==> src/tqt_defs.svh <==
`ifndef TQT_DEFS_SVH
`define TQT_DEFS_SVH

// Register indices; the byte address on the bus is four times the index.
`define TQT_IDX_T0_DAT_LO 10'h068
`define TQT_IDX_T0_DAT_HI 10'h069
`define TQT_IDX_T1_DAT_LO 10'h06a
`define TQT_IDX_T1_DAT_HI 10'h06b
`define TQT_IDX_T0_CNT_LO 10'h06c
`define TQT_IDX_T0_CNT_HI 10'h06d
`define TQT_IDX_T1_CNT_LO 10'h06e
`define TQT_IDX_T1_CNT_HI 10'h06f
`define TQT_IDX_T0_MODE 10'h070
`define TQT_IDX_T0_CLK 10'h071
`define TQT_IDX_T1_MODE 10'h072
`define TQT_IDX_T1_CLK 10'h073
`define TQT_IDX_T2_DAT_LO 10'h076
`define TQT_IDX_T2_DAT_HI 10'h077
`define TQT_IDX_T3_DAT_LO 10'h078
`define TQT_IDX_T3_DAT_HI 10'h079
`define TQT_IDX_T2_CNT_LO 10'h07a
`define TQT_IDX_T2_CNT_HI 10'h07b
`define TQT_IDX_T3_CNT_LO 10'h07c
`define TQT_IDX_T3_CNT_HI 10'h07d

// Field positions inside the mode registers.
`define TQT_T0_RUN_BIT 0
`define TQT_T0_CAP_BIT 1
`define TQT_T0_FMEAS_BIT 2
`define TQT_T1_RUN_BIT 0
`define TQT_T1_CAP_BIT 1

// Reset values.
`define TQT_T0_MODE_RESET 3'h0
`define TQT_T1_MODE_RESET 2'h0
`define TQT_CLK_RESET 2'h0
`define TQT_CNT_RESET 8'h00

// Width of one software-visible register.
`define TQT_NIB_W 4

`endif

==> src/tqt_pkg.sv <==
package tqt_pkg;

  // Clock source codes shared by both clock-select fields.
  typedef enum logic [1:0] {
    TQT_CLK_LOW = 2'h0,
    TQT_CLK_HIGH = 2'h1,
    TQT_CLK_EXT = 2'h2,
    TQT_CLK_CHAIN = 2'h3
  } tqt_clk_sel_t;

  // Effective run, capture and reload controls of one channel.
  typedef struct packed {
    logic run;
    logic capture_sel;
    logic reload;
  } tqt_chan_ctl_t;

  // Per-nibble write strobes.
  typedef struct packed {
    logic hi;
    logic lo;
  } tqt_nib_we_t;

endpackage : tqt_pkg

==> src/tqt_chan.sv <==
`timescale 1ns/1ps
`default_nettype none
`include "tqt_defs.svh"

module tqt_chan #(
  parameter int WIDTH = 8
) (
  input wire logic clk_i, // System clock.
  input wire logic rst_n_i, // Synchronous reset, active low.
  input wire logic tick_i, // One-cycle count pulse from the selected source.
  input wire tqt_pkg::tqt_chan_ctl_t ctl_i, // Effective mode controls.
  input wire logic cap_evt_i, // One-cycle capture event.
  input wire tqt_pkg::tqt_nib_we_t cnt_we_i, // Counter nibble write strobes.
  input wire tqt_pkg::tqt_nib_we_t dat_we_i, // Data nibble write strobes.
  input wire logic [3:0] wdata_i, // Nibble written by software.
  output logic [WIDTH-1:0] count_o, // Counter value.
  output logic [WIDTH-1:0] data_o, // Reload or capture value.
  output logic ovf_o // One-cycle overflow pulse.
);
  import tqt_pkg::*;

  // The nibble layout only serves a counter of exactly two nibbles.
  if (WIDTH != 2 * `TQT_NIB_W) begin : g_bad_width
    $error("tqt_chan serves an 8-bit counter only");
  end

  logic [WIDTH-1:0] count_r, count_nxt; // Counter state.
  logic [WIDTH-1:0] data_r, data_nxt; // Data register state.
  logic step; // Counter advances this cycle.
  logic at_top; // Counter sits at its highest value.

  assign step = tick_i & ctl_i.run;
  assign at_top = (count_r == {WIDTH{1'b1}});
  assign ovf_o = step & at_top;

  // Counter next value; software writes win over counting.
  always_comb begin
    count_nxt = count_r;
    if (step) begin
      count_nxt = (at_top && ctl_i.reload) ? data_r : count_r + 1'b1;
    end
    if (cnt_we_i.lo) begin
      count_nxt[3:0] = wdata_i;
    end
    if (cnt_we_i.hi) begin
      count_nxt[7:4] = wdata_i;
    end
  end

  // Data next value; a capture is kept over a plain data write.
  always_comb begin
    data_nxt = data_r;
    if (dat_we_i.lo) begin
      data_nxt[3:0] = wdata_i;
    end
    if (dat_we_i.hi) begin
      data_nxt[7:4] = wdata_i;
    end
    if (cap_evt_i && ctl_i.capture_sel && ctl_i.run) begin
      data_nxt = count_r;
    end
    if (cnt_we_i.lo) begin
      data_nxt[3:0] = wdata_i;
    end
    if (cnt_we_i.hi) begin
      data_nxt[7:4] = wdata_i;
    end
  end

  // State update with synchronous clear.
  always_ff @(posedge clk_i) begin
    if (!rst_n_i) begin
      count_r <= `TQT_CNT_RESET;
      data_r <= `TQT_CNT_RESET;
    end else begin
      count_r <= count_nxt;
      data_r <= data_nxt;
    end
  end

  assign count_o = count_r;
  assign data_o = data_r;
endmodule : tqt_chan

`default_nettype wire

==> src/tqt_timer.sv <==
// Function
// - Timers count as 8-bit binary counters.
// - Reset clears all counters and controls.
// - Counter write also loads data nibble.
// - Data write leaves counter untouched.
// - Timer 0 mode: measure, capture, run bits.
// - Timer 0 clock: low, high, external.
// - Timer 1 mode: capture and run bits.
// - Timer 0 external clock from port pin.
// - Counter nibbles readable and writable.
// - Auto-reload loads data into counter.
// - Capture stores counter into data.
// - Timer 1 may use high-speed clock.
`timescale 1ns/1ps
`default_nettype none
`include "tqt_defs.svh"

module tqt_timer (
  input wire logic CLK_I, // System clock, 25 MHz.
  input wire logic RST_N_I, // Synchronous reset, active low.
  input wire logic PSEL_I, // APB select.
  input wire logic PENABLE_I, // APB access phase.
  input wire logic PWRITE_I, // APB direction, high for write.
  input wire logic [11:0] PADDR_I, // APB byte address.
  input wire logic [31:0] PWDATA_I, // APB write data.
  input wire logic [3:0] PSTRB_I, // APB byte strobes.
  output logic [31:0] PRDATA_O, // APB read data.
  output logic PREADY_O, // APB ready, always high.
  output logic PSLVERR_O, // APB error on unmapped address.
  input wire logic LOW_SPEED_TIMEBASE_CLOCK_I, // Low-speed timebase, sampled.
  input wire logic HIGH_SPEED_CLOCK_I, // High-speed clock, sampled.
  input wire logic PORT_B_LINE_TWO_I, // Shared pin, timer 0 external clock.
  input wire logic T1_EXT_CLOCK_I, // Timer 1 external clock pin.
  input wire logic T0_CAPTURE_I, // Timer 0 capture pin.
  input wire logic T1_CAPTURE_I // Timer 1 capture pin.
);
  import tqt_pkg::*;

  localparam int NCH = 4; // Number of timer channels.

  // Register indices per channel, in channel order.
  localparam logic [9:0] CNT_LO_IDX [NCH] = '{`TQT_IDX_T0_CNT_LO, `TQT_IDX_T1_CNT_LO,
                                              `TQT_IDX_T2_CNT_LO, `TQT_IDX_T3_CNT_LO};
  localparam logic [9:0] CNT_HI_IDX [NCH] = '{`TQT_IDX_T0_CNT_HI, `TQT_IDX_T1_CNT_HI,
                                              `TQT_IDX_T2_CNT_HI, `TQT_IDX_T3_CNT_HI};
  localparam logic [9:0] DAT_LO_IDX [NCH] = '{`TQT_IDX_T0_DAT_LO, `TQT_IDX_T1_DAT_LO,
                                              `TQT_IDX_T2_DAT_LO, `TQT_IDX_T3_DAT_LO};
  localparam logic [9:0] DAT_HI_IDX [NCH] = '{`TQT_IDX_T0_DAT_HI, `TQT_IDX_T1_DAT_HI,
                                              `TQT_IDX_T2_DAT_HI, `TQT_IDX_T3_DAT_HI};

  // Address match for one word-aligned register index.
  function automatic logic hit(input logic [11:0] addr, input logic [9:0] idx);
    hit = (addr[11:2] == idx) && (addr[1:0] == 2'h0);
  endfunction : hit

  // Bus phase decode.
  logic setup_ph; // Setup cycle of a transfer.
  logic wr_en; // Write takes effect on this edge.
  logic [3:0] wnib; // Written nibble.
  logic mapped; // Address hits any register.
  logic [3:0] rd_nib; // Nibble selected for reading.
  logic [3:0] prdata_r; // Read data captured in setup.

  assign setup_ph = PSEL_I & ~PENABLE_I;
  // Only the low byte lane carries register data, so it gates the write.
  assign wr_en = PSEL_I & PENABLE_I & PWRITE_I & PSTRB_I[0];
  // Every register is one nibble wide, so upper data bits are ignored.
  assign wnib = PWDATA_I[3:0];

  // Control registers.
  logic [2:0] t0_mode_r, t0_mode_nxt; // Timer 0 mode field.
  logic [1:0] t0_clk_r, t0_clk_nxt; // Timer 0 clock select.
  logic [1:0] t1_mode_r, t1_mode_nxt; // Timer 1 mode field.
  logic [1:0] t1_clk_r, t1_clk_nxt; // Timer 1 clock select.

  // Control register writes decoded by address.
  // A write outside the access phase or without the low strobe changes nothing.
  assign t0_mode_nxt = (wr_en && hit(PADDR_I, `TQT_IDX_T0_MODE)) ? wnib[2:0] : t0_mode_r;
  assign t0_clk_nxt = (wr_en && hit(PADDR_I, `TQT_IDX_T0_CLK)) ? wnib[1:0] : t0_clk_r;
  assign t1_mode_nxt = (wr_en && hit(PADDR_I, `TQT_IDX_T1_MODE)) ? wnib[1:0] : t1_mode_r;
  assign t1_clk_nxt = (wr_en && hit(PADDR_I, `TQT_IDX_T1_CLK)) ? wnib[1:0] : t1_clk_r;

  // Control register update.
  always_ff @(posedge CLK_I) begin
    if (!RST_N_I) begin
      t0_mode_r <= `TQT_T0_MODE_RESET;
      t0_clk_r <= `TQT_CLK_RESET;
      t1_mode_r <= `TQT_T1_MODE_RESET;
      t1_clk_r <= `TQT_CLK_RESET;
    end else begin
      t0_mode_r <= t0_mode_nxt;
      t0_clk_r <= t0_clk_nxt;
      t1_mode_r <= t1_mode_nxt;
      t1_clk_r <= t1_clk_nxt;
    end
  end

  // Previous levels of the sampled clock and capture pins.
  logic low_prev_r; // Timebase level last cycle.
  logic high_prev_r; // High-speed level last cycle.
  logic ext0_prev_r; // Port pin level last cycle.
  logic t1x_prev_r; // Timer 1 external level last cycle.
  logic cap0_prev_r; // Timer 0 capture pin last cycle.
  logic cap1_prev_r; // Timer 1 capture pin last cycle.

  // Edge history; inputs are already synchronous, so no synchroniser is needed.
  // A pin already high as reset ends gives one edge, a known limitation.
  always_ff @(posedge CLK_I) begin
    if (!RST_N_I) begin
      low_prev_r <= 1'b0;
      high_prev_r <= 1'b0;
      ext0_prev_r <= 1'b0;
      t1x_prev_r <= 1'b0;
      cap0_prev_r <= 1'b0;
      cap1_prev_r <= 1'b0;
    end else begin
      low_prev_r <= LOW_SPEED_TIMEBASE_CLOCK_I;
      high_prev_r <= HIGH_SPEED_CLOCK_I;
      ext0_prev_r <= PORT_B_LINE_TWO_I;
      t1x_prev_r <= T1_EXT_CLOCK_I;
      cap0_prev_r <= T0_CAPTURE_I;
      cap1_prev_r <= T1_CAPTURE_I;
    end
  end

  // Rising edges count; a capture fires on any change of the pin level.
  logic low_rise, high_rise, timer_external_clock_in_rise, t1x_rise;
  logic [NCH-1:0] cap_evt; // Capture events per channel.
  assign low_rise = LOW_SPEED_TIMEBASE_CLOCK_I & ~low_prev_r;
  assign high_rise = HIGH_SPEED_CLOCK_I & ~high_prev_r;
  assign timer_external_clock_in_rise = PORT_B_LINE_TWO_I & ~ext0_prev_r;
  assign t1x_rise = T1_EXT_CLOCK_I & ~t1x_prev_r;
  // Timers 2 and 3 have no capture pins, so their events stay low.
  assign cap_evt = {2'b00, T1_CAPTURE_I ^ cap1_prev_r, T0_CAPTURE_I ^ cap0_prev_r};

  // Timer 0 mode decode.
  logic t0_freq_measure_select, t0_capture_select, t0_run; // Mode field bits.
  logic t0_code_ok; // Mode code is one of the defined five.
  tqt_chan_ctl_t [NCH-1:0] ctl; // Effective controls per channel.
  logic [NCH-1:0] tick; // Count pulses per channel.
  logic [NCH-1:0] ovf; // Overflow pulses per channel.

  assign t0_freq_measure_select = t0_mode_r[`TQT_T0_FMEAS_BIT];
  assign t0_capture_select = t0_mode_r[`TQT_T0_CAP_BIT];
  assign t0_run = t0_mode_r[`TQT_T0_RUN_BIT];
  assign t0_code_ok = ~t0_freq_measure_select | (~t0_capture_select & ~t0_run);
  // Frequency measurement counts the selected source without a stop code of its own.
  assign ctl[0].run = t0_code_ok & (t0_run | t0_freq_measure_select);
  assign ctl[0].capture_sel = t0_capture_select & ~t0_freq_measure_select;
  assign ctl[0].reload = ~t0_capture_select;

  assign tick[0] = (t0_clk_r == TQT_CLK_LOW) ? low_rise :
                   (t0_clk_r == TQT_CLK_HIGH) ? high_rise :
                   (t0_clk_r == TQT_CLK_EXT) ? timer_external_clock_in_rise : 1'b0;

  // Timer 1 mode decode; code 00 with the overflow clock is the chained mode.
  logic t1_capture_select, t1_run, t1_chained; // Mode field bits and chain state.
  assign t1_capture_select = t1_mode_r[`TQT_T1_CAP_BIT];
  assign t1_run = t1_mode_r[`TQT_T1_RUN_BIT];
  assign t1_chained = (t1_clk_r == TQT_CLK_CHAIN) && (t1_mode_r == 2'h0);
  // Code 00 doubles as the chained mode, so chaining runs without the run bit.
  assign ctl[1].run = t1_run | t1_chained;
  assign ctl[1].capture_sel = t1_capture_select;
  assign ctl[1].reload = ~t1_capture_select;

  assign tick[1] = (t1_clk_r == TQT_CLK_LOW) ? low_rise :
                   (t1_clk_r == TQT_CLK_HIGH) ? high_rise :
                   (t1_clk_r == TQT_CLK_EXT) ? t1x_rise : ovf[0];

  // Timers 2 and 3 have no controls in this block and stay stopped.
  assign ctl[3:2] = '0;
  assign tick[3:2] = 2'b00;

  // Channel counters and their software strobes.
  logic [7:0] count [NCH]; // Counter values.
  logic [7:0] data [NCH]; // Data register values.
  tqt_nib_we_t [NCH-1:0] cnt_we; // Counter nibble writes.
  tqt_nib_we_t [NCH-1:0] dat_we; // Data nibble writes.
  logic [NCH-1:0] ch_hit; // Any register of the channel addressed.
  logic [3:0] ch_rd [NCH]; // Read nibble offered by each channel.

  for (genvar i = 0; i < NCH; i++) begin : g_chan
    assign cnt_we[i].lo = wr_en & hit(PADDR_I, CNT_LO_IDX[i]);
    assign cnt_we[i].hi = wr_en & hit(PADDR_I, CNT_HI_IDX[i]);
    assign dat_we[i].lo = wr_en & hit(PADDR_I, DAT_LO_IDX[i]);
    assign dat_we[i].hi = wr_en & hit(PADDR_I, DAT_HI_IDX[i]);
    assign ch_hit[i] = hit(PADDR_I, CNT_LO_IDX[i]) | hit(PADDR_I, CNT_HI_IDX[i]) |
                       hit(PADDR_I, DAT_LO_IDX[i]) | hit(PADDR_I, DAT_HI_IDX[i]);
    assign ch_rd[i] = hit(PADDR_I, CNT_LO_IDX[i]) ? count[i][3:0] :
                      hit(PADDR_I, CNT_HI_IDX[i]) ? count[i][7:4] :
                      hit(PADDR_I, DAT_LO_IDX[i]) ? data[i][3:0] :
                      hit(PADDR_I, DAT_HI_IDX[i]) ? data[i][7:4] : 4'h0;

    // One counter and data register pair per timer.
    tqt_chan #(
      .WIDTH(8)
    ) u_chan (
      .clk_i(CLK_I),
      .rst_n_i(RST_N_I),
      .tick_i(tick[i]),
      .ctl_i(ctl[i]),
      .cap_evt_i(cap_evt[i]),
      .cnt_we_i(cnt_we[i]),
      .dat_we_i(dat_we[i]),
      .wdata_i(wnib),
      .count_o(count[i]),
      .data_o(data[i]),
      .ovf_o(ovf[i])
    );
  end

  // Read selection; channel nibbles are zero unless addressed, so they OR together.
  logic ctl_hit; // A control register is addressed.
  logic [3:0] ctl_rd; // Control register read nibble.
  assign ctl_hit = hit(PADDR_I, `TQT_IDX_T0_MODE) | hit(PADDR_I, `TQT_IDX_T0_CLK) |
                   hit(PADDR_I, `TQT_IDX_T1_MODE) | hit(PADDR_I, `TQT_IDX_T1_CLK);
  assign ctl_rd = hit(PADDR_I, `TQT_IDX_T0_MODE) ? {1'b0, t0_mode_r} :
                  hit(PADDR_I, `TQT_IDX_T0_CLK) ? {2'b00, t0_clk_r} :
                  hit(PADDR_I, `TQT_IDX_T1_MODE) ? {2'b00, t1_mode_r} :
                  hit(PADDR_I, `TQT_IDX_T1_CLK) ? {2'b00, t1_clk_r} : 4'h0;
  assign rd_nib = ctl_rd | ch_rd[0] | ch_rd[1] | ch_rd[2] | ch_rd[3];
  // Any hole in the map, status registers included, counts as unmapped.
  assign mapped = ctl_hit | (|ch_hit);

  // Read data is taken in the setup cycle so that the access phase needs no wait.
  // The value is therefore the one of the setup cycle, one edge before completion.
  always_ff @(posedge CLK_I) begin
    if (!RST_N_I) begin
      prdata_r <= 4'h0;
    end else if (setup_ph) begin
      prdata_r <= mapped ? rd_nib : 4'h0;
    end
  end

  // Unused upper bits read zero.
  assign PRDATA_O = {28'h0000000, prdata_r};
  // The slave never stalls, so each access phase is its last cycle.
  assign PREADY_O = 1'b1;
  // An unmapped address answers with an error and writes nothing.
  assign PSLVERR_O = PSEL_I & PENABLE_I & ~mapped;
endmodule : tqt_timer

`default_nettype wire

==> config.mk <==
export PLATFORM = sky130hd
export DESIGN_NAME = tqt_timer
export DESIGN_NICKNAME = d
export VERILOG_FILES = /design/src/tqt_pkg.sv /design/src/tqt_chan.sv /design/src/tqt_timer.sv
export VERILOG_INCLUDE_DIRS = /design/src
export SDC_FILE = /design/constraint.sdc
export NUM_CORES = 1
export LEC_CHECK = 0
export ABC_AREA = 0
export BUFFER_PORTS_ARGS = -buffer_cell sky130_fd_sc_hd__clkbuf_2
export CORE_MARGIN = 2
export CORE_UTILIZATION = 40
export DETAILED_ROUTE_END_ITERATION = 16
export PLACE_DENSITY = 0.62
export SLEW_MARGIN = 20
export SYNTH_ARGS = -nofsm -noshare
export SYNTH_HDL_FRONTEND = slang
export SYNTH_HIERARCHICAL = 1
export SYNTH_SLANG_ARGS = --single-unit
export TNS_END_PERCENT = 5
==> constraint.sdc <==
create_clock -name CLK_I -period 5.45 [get_ports CLK_I]
set_clock_uncertainty 0.05 [all_clocks]
set_input_delay 1.3625 -clock CLK_I [delete_from_list [all_inputs] [get_ports CLK_I]]
set_output_delay 1.3625 -clock CLK_I [all_outputs]
set_load 0.05 [all_outputs]
Yosys cells after proc, flatten, opt, wreduce, memory -nomap -nowiden --
Cells that the tools add are included.
Word-level totals: flip-flop bits (word level) 83
Operators by class: add/sub/neg operators 2, equal/unequal tests 27, mux-type cells 53, bitwise operators 66, reductions and logical operators 48
Operators by type and width (number):
- $eq 10x7->1 const B | 20
- $mux 4 | 37
- $mux 8 | 6
- $and 1x1->1 | 31
- $logic_and 1x1->1 | 31
- $or 1x1->1 | 19
- $add 8x1->8 const B | 2
- $eq 8x8->1 const B | 2
- $reduce_bool 2->1 | 8
- $or 4x4->4 | 3
- $reduce_bool 3->1 | 4
- $not 1->1 | 10
- $logic_not 2->1 | 4
- $eq 2x2->1 const B | 3
- $mux 1 | 6
- $mux 2 | 3
- $eq 2x1->1 const B | 2
- $or 3x4->4 | 1
- $reduce_or 4->1 | 1
- $mux 3 | 1
- $xor 1x1->1 | 2

Depth between registers and ports, before layout --
depth after elaboration 13, mapped depth 14, depth with buffers taken out 12

By module --
Netlist, hierarchy kept.
Modules (own cells, without submodules):
- tqt_chan | instances 4, cells an instance 114, area an instance 962.2 um^2
- tqt_timer | instances 1, cells an instance 288, area an instance 2113.3 um^2

Worst setup path after synthesis --
OpenSTA, ideal clock, no wires.
path type input -> output, start in PADDR_I[11], end out PSLVERR_O, arrival 2.675 ns, setup slack 1.362 ns, cell stages on the path 5, cells stage by stage or4_4 -> buf_6 -> or2_4 -> a211oi_1 -> nor2_1
On the way: word-level cells in the longest chain between the ends 9
RTL lines:
- start, declared | line tqt_timer.sv:24 | input wire logic [11:0] PADDR_I,
- $eq 10x7->1 | line tqt_timer.sv:53 | hit = (addr[11:2] == idx) && (addr[1:0] == 2'h0);
- $logic_and 1x1->1 | line tqt_timer.sv:53
- $or 1x1->1 (2 in a row) | line tqt_timer.sv:187 | assign ch_hit[i] = hit(PADDR_I, CNT_LO_IDX[i]) | hit(PADDR_I, CNT_HI_IDX[i]) |
- $or 1x1->1 | line tqt_timer.sv:188 | hit(PADDR_I, DAT_LO_IDX[i]) | hit(PADDR_I, DAT_HI_IDX[i]);
- $reduce_or 4->1 | line tqt_timer.sv:223 | assign mapped = ctl_hit | (|ch_hit);
- $or 1x1->1 (*) | line tqt_timer.sv:223
- $not 1->1 (*) | line tqt_timer.sv:240 | assign PSLVERR_O = PSEL_I & PENABLE_I & ~mapped;
- $and 1x1->1 (*) | line tqt_timer.sv:240
- end, declared | line tqt_timer.sv:29 | output logic PSLVERR_O,
Mark *: on every way between the ends. The rest lies on a longest branch, timed or not.

Worst setup path in the final report --
Ends and elaborated chain as after synthesis.

==> impl_results.md <==
* Run status: complete, no violations
* Post-layout nets at 840
* Non-filler instance count after layout at ~970
* GPL Wtd Cong at 0.879
* Total placed cells including tap cells at 950
* Growth of design area from synthesis to finish at 9.49%
* Hpwl dp at 12,000 um
* Post-detailed-route count of antenna-violating nets at 0
* Kind of launch point of the worst setup path: primary input
* Share of total power in combinational logic at 0.115
* Proportion of layout cells with a drive suffix above 1 at 0.107
* Slack of the worst reg-to-reg path at around 2400 ps
* # Post-CTS Setup Buffers at 0
* Transition time at the pin with the least slew margin at between 700 and 800 ps
* Warnings, synthesis at 6
* Final critical-path setup slack at 1100 ps
* Fraction of power spent switching nets at 0.277
* TritonCTS buffer count at 9
* Worst slack at placement at approximately 1100 ps
* Vias at 5,578
* Maximum frequency from static timing analysis at between 200 and 250 MHz
* Diode insertion count for antenna repair at 0
* VDD IR max at 0.178 mV
* Worst slew margin at 0.471
* Count of final hold-check violations at 0
* Wire length of the first global-routing pass at 27,900 um
* Clock insertion delay at the later pin of the skew report at 360 ps
* Detailed-route wire length per cell at 17.4 um
* Power Density at 223 nW/um^2
* Cell area after technology mapping at about 6000 um^2
* Io pins at 93
* Post-layout minimum cycle time at 4350 ps
* Clock tree sinks at 83
* Count of port buffers added during placement at 32
* Startpoint-to-endpoint class of the critical path: primary input to output port
* Via count of the first global-routing pass at 5,187
* Data arrival, critical path at 2940 ps
* Initial detailed-routing violation count at 465
* Setup repair after global routing missed its margin: false
* Number of antenna violations at the first check in global routing at 0
* Critical path capture point type: output port
* Root Buffer Master: clkbuf_16
* Hold_buf cts at 0
* HP Class: register to register
* Accumulated negative setup slack at 0 ps
* Leakage at 2.43 nW
* Chip width at approximately 130 um
* Clock transition at the registers of the reported paths at around 60 ps
* Net switching power of the design at 0.401 mW
* Final worst path period share at 0.798
* Required time of the worst setup path at 4040 ps
* Tot GR Track Use at 0.217
* Vias/cell at 5.77
* Largest net degree at the start of global routing at 37
* Sum of routed wire length over all layers at 16,800 um
* Finish-stage setup viols at 0
* Standard cell core area at 14,500 um^2
* Count of cells resized by post-cts repair at 0
* Cell internal pwr at 1.05 mW
* Initial core utilization at 0.409
* Number of detailed-route iterations in the first pass at 5
* Part of the power in registers at 0.432
* Sum of internal, switching and leakage power at between 1 and 1.5 mW
* Max-capacitance violation count at 0
* Clock tree from TritonCTS: yes
* H-tree depth at 3
* DIE HEIGHT at 126 um
* Cells after synthesis at 741
* Remaining global-route overflow at 0
* Post-detailed-route DRC marker count at 0
* Maximum number of buffers from clock root to sink at 2
* Area of the die at 15,800 um^2
* Top fanout value on the critical path at 6
* Placement row count at 44
* Syn_area_per_cell at 8.02 um^2
* Max-slew violation count at 0
* Clk network pwr share at 0.453
* Worst Hold Slack at about 430 ps
power groups by stage:
stage               registers, mW  clock network [mW]  logic, mW
floorplan                   0.636                   0      0.138
global placement            0.639                   0      0.162
detailed placement          0.639                   0      0.163
CTS                         0.626               0.669      0.163
global route                0.627               0.692      0.182
finish                      0.626               0.656      0.167
per-layer routing:
| metal | share of wire | up-vias | track usage | wire (um) |
|---|---|---|---|---|
| li1 | - | 2779 | - | - |
| met1 | 0.48 | 2618 | 0.310 | 8150 |
| met2 | 0.45 | 162 | 0.338 | 7570 |
| met3 | 0.050 | 19 | 0.0370 | 845 |
| met4 | 0.017 | 0 | 0.0582 | 282 |
| met5 | 0 | - | 0 | 0 |
flip-flops by register name (all words and copies together) (netlist names):
register	cells
t1_mode_r	2
t0_mode_r	3
t1x_prev_r	1
cap1_prev_r	1
t1_clk_r	2
g_chan.u_chan/data_o	32
g_chan.u_chan/count_o	32
ext0_prev_r	1
t0_clk_r	2
prdata_r	4
high_prev_r	1
cap0_prev_r	1
low_prev_r	1
cell usage in the layout, fill, tap and decap left out, types with 11 or more instances in the layout:
cell type	n
nor2_1	53
and2_1	17
nor4_1	11
nor3b_1	23
o21ai_0	40
nand2_1	49
a21oi_1	81
nand3_1	22
mux2i_1	49
dfxtp_1	83
clkbuf_2	32
conb_1	61
nand3b_1	13
o22ai_1	23
inv_1	17
through the flow:
stage,instance area (um^2),utilization
2_1_floorplan,6160,-
3_3_place_gp,6190,0.426
3_5_place_dp,6190,0.426
4_1_cts,6510,0.448
5_1_grt,6510,0.448
6_report,6510,0.448
critical path, cell delays in order:
cell and delay [ps]:
clkbuf_2 110, or4_4 600, or2_4 310, a211oi_1 240, nor2_1 70, clkbuf_2 240
final timing paths:
path,to,from,cells past startpoint
min reg2reg,t1_mode_r[0]$_SDFFE_PN0P_,t1_mode_r[0]$_SDFFE_PN0P_,2
min,t1_mode_r[0]$_SDFFE_PN0P_,t1_mode_r[0]$_SDFFE_PN0P_,2
max,PSLVERR_O,PADDR_I[11],6
max reg2reg,g_chan[1].u_chan/count_o[7]$_SDFFE_PN0P_,t0_clk_r[1]$_SDFFE_PN0P_,9
final cells by class:
cell class	instances	area, um^2
inverter	17	63.8
multi-input combinational	629	4040
clock inverter	4	47.5
tap	184	230
timing repair buffer	37	198
sequential	83	1660
fill	1495	8030
clock buffer	12	267
(Power assumes the default switching activity.)
